===== src/inc/hvr_pkg.sv =====
package hvr_pkg;
    // Command register write codes.
    localparam logic [7:0] CMD_RD_CFG = 8'h00;
    localparam logic [7:0] CMD_RD_STA = 8'h02;
    localparam logic [7:0] CMD_WR_CFG = 8'h08;
    // Command register read-back bit positions.
    localparam int CON_BUSY_BIT = 0;
    localparam int CON_RD_OK_BIT = 1;
    localparam int CON_WR_OK_BIT = 2;
    // Configuration field positions.
    localparam int CFG_LIN_EN_BIT = 0;
    localparam int CFG_PASSIVE_BIT = 1;
    localparam int CFG_REEN_BIT = 2;
    localparam int CFG_ATTEN_BIT = 3;
    localparam int CFG_LVF_EN_BIT = 4;
    localparam logic [7:0] CFG_WR_MASK = 8'h1f;
    // Status field positions.
    localparam int STA_SHORT_BIT = 0;
    localparam int STA_LVF_BIT = 2;
    // Reset values.
    localparam logic [7:0] CFG_RESET = 8'h00;
    localparam logic [7:0] STA_RESET = 8'h00;
    localparam logic [11:0] DAT_RESET = 12'h000;
    // Timing.
    localparam int CLK_HZ = 20_000_000;
    localparam int SHORT_MIN_NS = 20_000;
    localparam int SHORT_CYC = (SHORT_MIN_NS * (CLK_HZ / 1_000_000) + 999) / 1000;
    localparam int AUTO_BUSY_NS = 10_000;
    localparam int AUTO_BUSY_CYC = (AUTO_BUSY_NS * (CLK_HZ / 1_000_000)) / 1000;
    localparam int CMD_CYC = 4;
    typedef enum logic [1:0] {HVR_IDLE, HVR_CMD, HVR_AUTO} hvr_state_t;
endpackage


===== src/verilog/hvr_regs.sv =====
`timescale 1ns/1ps
// Operation
// - Eight-bit configuration, reset zero, bits 7:5 reserved, bit 0 enables LIN transceiver.
// - Configuration bit 4 enables the low voltage flag function.
// - Configuration bit 3 turns on attenuator diagnostic current source.
// - Writing bit 2 re-enables a shorted-off driver; bit self-clears.
// - Bit 1 set: short sets status and interrupt, driver stays enabled.
// - Bit 1 clear: short also disables driver until re-enable write.
// - Short recognised only after persisting for 20 us (SHORT_CYC consecutive clock samples).
// - Eight-bit read-only status register, reset zero, records monitor changes.
// - Interrupt event while no command is in progress copies status into the data register automatically.
// - Status bit 0 set by short, cleared by status read.
// - Status bit 2 valid when flag enabled; 0 means supply fell below 2.1 V.
// - Enabled flag changes only on supply drop or disable.
// - Configuration not mapped; accessed through data register staging.
// - Commands 0x00 read config, 0x02 read status, 0x08 write config.
// - Command bit 0 busy; bits 1, 2 report success once idle.
// - Automatic status transfer holds busy about 10 us.
module hvr_regs
    import hvr_pkg::*;
#(
    parameter int SHORT_CYCLES = SHORT_CYC,
    parameter int AUTO_CYCLES = AUTO_BUSY_CYC
) (
    input wire logic ref_clk,
    input wire logic arst_n,
    input wire logic cmd_wr,
    input wire logic [7:0] cmd_wdata,
    input wire logic dat_wr,
    input wire logic [7:0] dat_wdata,
    input wire logic lin_short_raw,
    input wire logic supply_low,
    input wire logic irq_en,
    output logic [7:0] cmd_rdata,
    output logic [11:0] dat_rdata,
    output logic lin_xcvr_en,
    output logic lin_drv_en,
    output logic atten_diag_en,
    output logic lvf_en,
    output logic hv_irq
);
    import hvr_pkg::*;

    // Refuses counts that the 16-bit counters cannot hold.
    if (SHORT_CYCLES < 1 || SHORT_CYCLES > 65535 ||
        AUTO_CYCLES < 1 || AUTO_CYCLES > 65535) begin : g_bad_counts
        $error("hvr_regs: cycle counts out of range.");
    end

    logic [7:0] cfg_r, cfg_nxt;
    logic [7:0] sta_r, sta_nxt;
    logic [11:0] dat_r, dat_nxt;
    logic [7:0] con_r, con_nxt;
    logic [7:0] pend_r, pend_nxt;
    logic [15:0] flt_r, flt_nxt;
    logic [15:0] tmr_r, tmr_nxt;
    logic drv_off_r, drv_off_nxt;
    logic irq_nxt;
    hvr_state_t st_r, st_nxt;
    logic short_evt;
    logic sta_read;

    // ------------------------------------------------------------
    // Short-circuit filter and command sequencer
    // ------------------------------------------------------------

    // Computes next state of all registers.
    always_comb begin
        cfg_nxt = cfg_r;
        sta_nxt = sta_r;
        dat_nxt = dat_r;
        con_nxt = con_r;
        pend_nxt = pend_r;
        tmr_nxt = tmr_r;
        drv_off_nxt = drv_off_r;
        st_nxt = st_r;
        sta_read = 1'b0;
        // A short must persist for the full filter count of cycles before it counts.
        flt_nxt = lin_short_raw ? ((flt_r < 16'(SHORT_CYCLES)) ? flt_r + 16'd1 : flt_r) : 16'd0;
        short_evt = lin_short_raw && (flt_r == 16'(SHORT_CYCLES - 1));
        // Software writes to the data register stage the low byte only.
        if (dat_wr) begin
            dat_nxt = {4'h0, dat_wdata};
        end
        // Re-enable bit is a one-cycle pulse that clears on its own.
        cfg_nxt[CFG_REEN_BIT] = 1'b0;
        unique case (st_r)
            HVR_IDLE: begin
                if (short_evt && irq_en) begin
                    st_nxt = HVR_AUTO;
                    tmr_nxt = 16'(AUTO_CYCLES - 1);
                    con_nxt = 8'h01;
                end else if (cmd_wr) begin
                    st_nxt = HVR_CMD;
                    pend_nxt = cmd_wdata;
                    tmr_nxt = 16'(CMD_CYC - 1);
                    con_nxt = 8'h01;
                end
            end
            HVR_CMD: begin
                if (tmr_r != 16'd0) begin
                    tmr_nxt = tmr_r - 16'd1;
                end else begin
                    st_nxt = HVR_IDLE;
                    unique case (pend_r)
                        CMD_RD_CFG: begin
                            dat_nxt = {pend_r[3:0], cfg_r};
                            con_nxt = 8'h02;
                        end
                        CMD_RD_STA: begin
                            dat_nxt = {pend_r[3:0], sta_r};
                            sta_read = 1'b1;
                            con_nxt = 8'h02;
                        end
                        CMD_WR_CFG: begin
                            cfg_nxt = dat_r[7:0] & CFG_WR_MASK;
                            con_nxt = 8'h04;
                        end
                        default: con_nxt = 8'h00; // Reserved code fails.
                    endcase
                end
            end
            HVR_AUTO: begin
                if (tmr_r != 16'd0) begin
                    tmr_nxt = tmr_r - 16'd1;
                end else begin
                    st_nxt = HVR_IDLE;
                    dat_nxt = {CMD_RD_STA[3:0], sta_r};
                    sta_read = 1'b1;
                    con_nxt = 8'h02;
                end
            end
        endcase
        // Status read clears the short flag; a new short wins over it.
        if (sta_read) begin
            sta_nxt[STA_SHORT_BIT] = 1'b0;
        end
        if (short_evt) begin
            sta_nxt[STA_SHORT_BIT] = 1'b1;
            if (!cfg_r[CFG_PASSIVE_BIT]) drv_off_nxt = 1'b1;
        end else if (cfg_r[CFG_REEN_BIT]) begin
            drv_off_nxt = 1'b0;
        end
        // Flag: set by the enabling write while supply is good, cleared by a drop or disable.
        if (!cfg_nxt[CFG_LVF_EN_BIT]) begin
            sta_nxt[STA_LVF_BIT] = 1'b0;
        end else if (supply_low) begin
            sta_nxt[STA_LVF_BIT] = 1'b0;
        end else if (!cfg_r[CFG_LVF_EN_BIT]) begin
            sta_nxt[STA_LVF_BIT] = 1'b1;
        end
        sta_nxt[7:3] = 5'h00;
        sta_nxt[1] = 1'b0;
        irq_nxt = irq_en && sta_nxt[STA_SHORT_BIT];
    end

    // Registers all state.
    always_ff @(posedge ref_clk or negedge arst_n) begin
        if (!arst_n) begin
            cfg_r <= CFG_RESET;
            sta_r <= STA_RESET;
            dat_r <= DAT_RESET;
            con_r <= 8'h00;
            pend_r <= 8'h00;
            flt_r <= 16'd0;
            tmr_r <= 16'd0;
            drv_off_r <= 1'b0;
            st_r <= HVR_IDLE;
            cmd_rdata <= 8'h00;
            dat_rdata <= DAT_RESET;
            lin_xcvr_en <= 1'b0;
            lin_drv_en <= 1'b0;
            atten_diag_en <= 1'b0;
            lvf_en <= 1'b0;
            hv_irq <= 1'b0;
        end else begin
            cfg_r <= cfg_nxt;
            sta_r <= sta_nxt;
            dat_r <= dat_nxt;
            con_r <= con_nxt;
            pend_r <= pend_nxt;
            flt_r <= flt_nxt;
            tmr_r <= tmr_nxt;
            drv_off_r <= drv_off_nxt;
            st_r <= st_nxt;
            cmd_rdata <= con_nxt;
            dat_rdata <= dat_nxt;
            lin_xcvr_en <= cfg_nxt[CFG_LIN_EN_BIT];
            lin_drv_en <= cfg_nxt[CFG_LIN_EN_BIT] && !drv_off_nxt;
            atten_diag_en <= cfg_nxt[CFG_ATTEN_BIT];
            lvf_en <= cfg_nxt[CFG_LVF_EN_BIT];
            hv_irq <= irq_nxt;
        end
    end

    // ------------------------------------------------------------
    // Assertions
    // ------------------------------------------------------------

    a_reen_selfclear: assert property (@(posedge ref_clk) disable iff (!arst_n)
        cfg_r[CFG_REEN_BIT] |=> !cfg_r[CFG_REEN_BIT]) else $error("Re-enable bit stuck.");
    a_active_drv_off: assert property (@(posedge ref_clk) disable iff (!arst_n)
        short_evt && !cfg_r[CFG_PASSIVE_BIT] |=> !lin_drv_en) else $error("Driver not shut.");
    a_passive_drv_on: assert property (@(posedge ref_clk) disable iff (!arst_n)
        short_evt && cfg_r[CFG_PASSIVE_BIT] && !drv_off_r && cfg_nxt[CFG_LIN_EN_BIT] |=> lin_drv_en)
        else $error("Passive mode shut driver.");
    a_short_filter: assert property (@(posedge ref_clk) disable iff (!arst_n)
        short_evt |-> $past(lin_short_raw, 1)) else $error("Short accepted too early.");
    a_short_sets: assert property (@(posedge ref_clk) disable iff (!arst_n)
        short_evt |=> sta_r[STA_SHORT_BIT]) else $error("Short flag not set.");
    a_busy_auto: assert property (@(posedge ref_clk) disable iff (!arst_n)
        st_r == HVR_IDLE && short_evt && irq_en |=> cmd_rdata[CON_BUSY_BIT])
        else $error("Busy not raised on auto transfer.");
    a_irq_tracks: assert property (@(posedge ref_clk) disable iff (!arst_n)
        hv_irq == (irq_en && sta_r[STA_SHORT_BIT]) || $past(irq_en) != irq_en)
        else $error("Interrupt does not track flag.");
    a_reserved_zero: assert property (@(posedge ref_clk) disable iff (!arst_n)
        sta_r[7:3] == 5'h00 && !cfg_r[7] && !cfg_r[6] && !cfg_r[5])
        else $error("Reserved bits set.");
    a_write_cfg: assert property (@(posedge ref_clk) disable iff (!arst_n)
        st_r == HVR_CMD && tmr_r == 16'd0 && pend_r == CMD_WR_CFG
        |=> lin_xcvr_en == $past(dat_r[0]) && cmd_rdata[CON_WR_OK_BIT])
        else $error("Config write failed.");
endmodule // hvr_regs


===== config.mk =====
export PLATFORM = sky130hd
export DESIGN_NAME = hvr_regs
export DESIGN_NICKNAME = d
export VERILOG_FILES = /design/src/inc/hvr_pkg.sv /design/src/verilog/hvr_regs.sv
export SDC_FILE = /design/constraint.sdc
export NUM_CORES = 1
export LEC_CHECK = 0
export ABC_AREA = 1
export BUFFER_PORTS_ARGS = -buffer_cell sky130_fd_sc_hd__buf_2
export CAP_MARGIN = 20
export CORE_MARGIN = 4
export CORE_UTILIZATION = 59
export CTS_CLUSTER_SIZE = 24
export DETAILED_ROUTE_END_ITERATION = 7
export GPL_TIMING_DRIVEN = 0
export PLACE_DENSITY = 0.86
export SYNTH_ARGS = -nofsm -noshare
export SYNTH_HDL_FRONTEND = slang
export SYNTH_SLANG_ARGS = --single-unit

===== constraint.sdc =====
create_clock -name ref_clk -period 3.04 [get_ports ref_clk]
set_input_delay 0.304 -clock ref_clk [delete_from_list [all_inputs] [get_ports ref_clk]]
set_output_delay 0.304 -clock ref_clk [all_outputs]
set_load 0.02 [all_outputs]

Yosys cells after proc, flatten, opt, wreduce, memory -nomap -nowiden:

Index checks and enable logic that the tools add are counted.

* flip-flop bits (word level): 75
* input port bits: 23
* word-level logic and storage cells: 84

* add/subtract/negate cells: 2
* magnitude comparators: 1
* eq/ne operators: 12
* muxes and demuxes: 36
* bitwise gates (word level): 2
* reductions and logical operators: 15

Operators with widths (number)
* 2-to-1 mux 16 bit: 5
* case mux 12 bit (2 select lines): 2
* 2-to-1 mux 12 bit: 3
* 2-to-1 mux 8 bit: 4
* case mux 16 bit (2 select lines): 1
* case mux 8 bit (3 select lines): 1
* adder 16 x 1 -> 16 bit (second input constant): 1
* equality test 16 x 9 -> 1 bit (second input constant): 1
* < comparator 16 x 9 -> 1 bit (second input constant): 1
* nonzero test 16 bit: 1
* subtractor 16 x 1 -> 16 bit (second input constant): 1
* 2-to-1 mux 5 bit: 3
* 2-to-1 mux 1 bit: 11
* AND reduction 3 bit: 3
* equality test 8 x 2 -> 1 bit (second input constant): 1
* equality test 8 x 4 -> 1 bit (second input constant): 1
* zero test 8 bit: 1
* 2-to-1 mux 2 bit: 3
* != test 2 bit (second input constant): 3
* != test 3 bit (second input constant): 2
* case mux 3 bit (2 select lines): 1
* logical AND 1 bit: 4
* != test 2 x 1 -> 1 bit (second input constant): 2
* case mux 2 bit (2 select lines): 1
* 8 further kinds: 11

Depth between registers and ports, before layout:

* word-level depth: 7
* gate-level depth with buffers: 11

Least setup slack after synthesis:

No wires, ideal clock.

* path type: register -> register
* start point: register tmr_r[0]
* end point: register dat_r[10]
* arrival: 1.468 ns
* data required time: 2.925 ns
* path slack: 1.457 ns
* cell stages (with the launch flop): 10
* path buffers: 0
* path through: dfrtp_1 > inv_1 > ha_1 > nand2_2 > nor2_1 > nand2_1 > a21oi_2 > nand2_2 > nand2_2 > nor2_1

* cells in the longest elaborated chain, start to end: 3

Ends and longest elaborated chain
* start, declared: RTL line hvr_regs.sv:56 `logic [15:0] tmr_r, tmr_nxt;`
* start signal, assigned: RTL line hvr_regs.sv:183 `tmr_r <= tmr_nxt;`
* nonzero test 16 bit *: RTL line hvr_regs.sv:101, hvr_regs.sv:124
* 2-to-1 mux 12 bit, on equally long branches: RTL line hvr_regs.sv:124, hvr_regs.sv:101
* case mux 12 bit (2 select lines) *: RTL line hvr_regs.sv:87 `unique case (st_r)`
* named net dat_nxt[10]: RTL line hvr_regs.sv:52 `logic [11:0] dat_r, dat_nxt;`
* end signal, assigned: RTL line hvr_regs.sv:179 `dat_r <= dat_nxt;`
* end, declared: RTL line hvr_regs.sv:52

The timed path passes the listed nets; every way through them passes the cells marked *.
A chain may end at the register's enable or synchronous reset.

Worst setup path after layout:

Same ends and word-level chain as after synthesis.

==> impl_metrics.tcl <==
set metrics [dict create \
    start_util 0.612 \
    multi_input_area_mm2 0.00166 \
    ys_seq_area_frac 0.460 \
    cts_tree "yes" \
    combPwrFrac 0.388 \
    syn2layout_area_growth_pct 15.6 \
    cts_max_level 3 \
    die-area_mm2 0.00749 \
    clk_root_buffer_cell "clkbuf_8" \
    gp_congestion 0.872 \
    cts_setup_buffers 0 \
    slew_headroom 0.448 \
    core_area_mm2 0.00596 \
    synth_top_area_share 0.460 \
    synthTopCellsByArea "dfrtp_1 46%, nand2_1 16%, nor2_1 7.2%" \
    power.total_w 0.00347 \
    p_seq_frac 0.357 \
    cp.arrival_ps 2110 \
    hold_class "input port to async pin" \
    fillers 488 \
    final_nets 565 \
    ys_warn_count 0 \
    drive_gt1_frac 0.164 \
    grtUsageTotal 0.228 \
    pre_cts_ws_ps 1180 \
    path_clk_slew_ps 80 \
    ant_nets 0 \
    grt_pass1_vias 3052 \
    fin_worst_skew_ps 9.91 \
    dp_hpwl_um 5660 \
    cts_buffer_depth 2 \
    vias 3179 \
    numCtsBuffers 9 \
    grt-busiest-layer "met2" \
    power_switching_share 0.401 \
    antenna_found_initial 0 \
    maxCapViolCount 0 \
    antenna_cells 0 \
    r2r-start "tmr_r[0]" \
    fmax_ghz 0.537 \
    first_pass_iters 4 \
    run_status "completed" \
    p_leak_nw 2.32 \
    synthesis.area_mm2 0.00364 \
    rrSetupSlack_ps 1180 \
    setup_violations 0 \
    routed_wl_um 7820 \
    grt_use_met2 0.377 \
    via_per_inst 5.15 \
    worstSetupPathType "flop to flop" \
    syn_avg_cell_area_um2 7.59 \
    insertion_delay_ps 350 \
    period_share 0.612 \
    final_area_mm2 0.00421 \
    num_rows 28 \
    grt_pass1_wl_um 13500 \
    seq_area_mm2 0.00168 \
    cp-end-kind "flop" \
    period_needed_ps 1860 \
    power.share.clock 0.254 \
    drc 0 \
    ir_drop_uv 430 \
    synth.largest_area_cell "dfrtp_1" \
    overflow 0 \
    internal-power_w 0.00208 \
    p_sw_w 0.00139 \
    die_width_um 86.6 \
    numPortBuffers 42 \
    tightest_slew_ps 829 \
    crit_path_max_fanout 6 \
    p_per_area_mw_per_mm2 825 \
    grt_setup_unrepaired "no" \
    ioPinCount 48 \
    finalWorstSetupSlack_ps 1180 \
    cp.required_ps 3290 \
    cts_hold_buf 0 \
    die_y_um 86.6 \
    cp-startpoint "tmr_r[0]" \
    synth.distinct_cells 34 \
    dpl-instance-area_mm2 0.00396 \
    cp-start-kind "flop" \
    gr-usage-met1 0.289 \
    first_iter_violations 178 \
    ys_seq_elements 67 \
    globalRouteMet3Util 0.0551 \
    drv_slew 0 \
    finalSetupTns_ps 0 \
    grt_max_degree 68 \
    utilization 0.707 \
    cts_resized 0 \
    synth_cells 480 \
    cts.sinks 67 \
    wire_per_inst_um 12.7 \
    finalHoldViolCount 0 \
]
==> synth_stat cells, drive strengths merged <==
library cell	count
nor2	78
mux2i	3
a21oi	13
o21ai	27
nor3	2
conb	1
a21boi	1
clkbuf	4
ha	5
buf	9
nand2	163
xor2	13
o21bai	1
o22ai	1
a22oi	1
or2	1
nand4	11
nor4	1
inv	59
nand3	16
clkinv	2
a21o	1
dfrtp	67
==> cell type report <==
type,instances,share of cell area
Buffer,13,0.0214
Multi-Input combinational cell,343,0.395
Inverter,61,0.0544
Tap cell,75,0.0223
Sequential cell,67,0.398
Timing Repair Buffer,42,0.0505
Clock buffer,13,0.0425
Clock inverter,3,0.0160
==> worst max-delay path, cell delays in order, from the launching register on <==
cell and delay (ps):
dfrtp_1 390, inv_1 90, ha_1 240, nand2_2 120, nor2_1 180, nand2_1 160
a21oi_2 250, nand2_2 150, nand2_2 100, nor2_1 60
==> metrics by stage <==
step	hold WS [ps]	std cells
final	52.3	617
after global routing	117	617
after floorplan	8.41	484
after CTS	77.7	617
after global placement	451	601
after detailed placement	453	601
==> power groups by stage <==
stage | Clock (W) | Sequential [W] | Combinational, W
after floorplan | 0 | 0.00129 | 0.000968
after global placement | 0 | 0.00124 | 0.00130
after detailed placement | 0 | 0.00125 | 0.00134
after CTS | 0.000898 | 0.00124 | 0.00135
after global routing | 0.000942 | 0.00127 | 0.00153
final | 0.000884 | 0.00124 | 0.00135
==> per-layer routing <==
metal / vias up / part of all wire
met2: 81 / 0.49
li1: 1589 / -
met5: - / 0
met4: 0 / 0.021
met1: 1493 / 0.43
met3: 16 / 0.060
==> worst paths after layout <==
check / cells past startpoint / endpoint
max in group asynchronous: 1 / tmr_r[5]
worst max-delay path: 9 / dat_r[10]
worst min-delay path: 1 / cfg_r[0]
min in group ref_clk: 3 / pend_r[6]
worst min register to register: 2 / flt_r[14]
worst max register to register: 9 / dat_r[10]
==> kinds of logic (layout without fill, tap and decap cells) <==
logic type	count (synthesis)	count (layout)	share of synthesized area
multiplexers	3	3	0.00824
other	1	5	0.00103
adder cells (fa/ha/maj)	5	5	0.0172
buffers and inverters	74	132	0.0876
flip-flops	67	67	0.460
XOR/XNOR	13	13	0.0313
AO/OA/AOI/OAI	45	45	0.0721
AND/OR/NAND/NOR	272	272	0.322
==> sequential cells by signal, indices dropped and copies added (netlist names) <==
register and flops:
flt_r 16, dat_r 12, hv_irq 1, cfg_r 5, con_r 3, tmr_r 16, lin_drv_en 1, sta_r 2
st_r 2, pend_r 8, drv_off_r 1
==> cells in the final DEF (no fill, tap or decap), drive strengths merged <==
master    count
nand2       163
nor2         78
dfrtp        67
inv          59
buf          51
o21ai        27
clkbuf       17
nand3        16
xor2         13
a21oi        13
nand4        11
ha            5
conb          5
mux2i         3
clkinv        2
nor3          2
bufinv        2
nor4          1
or2           1
a22oi         1
a21boi        1
o21bai        1
a21o          1
o22ai         1
clkinvlp      1
No activity file was read; power rests on OpenSTA's default activity.
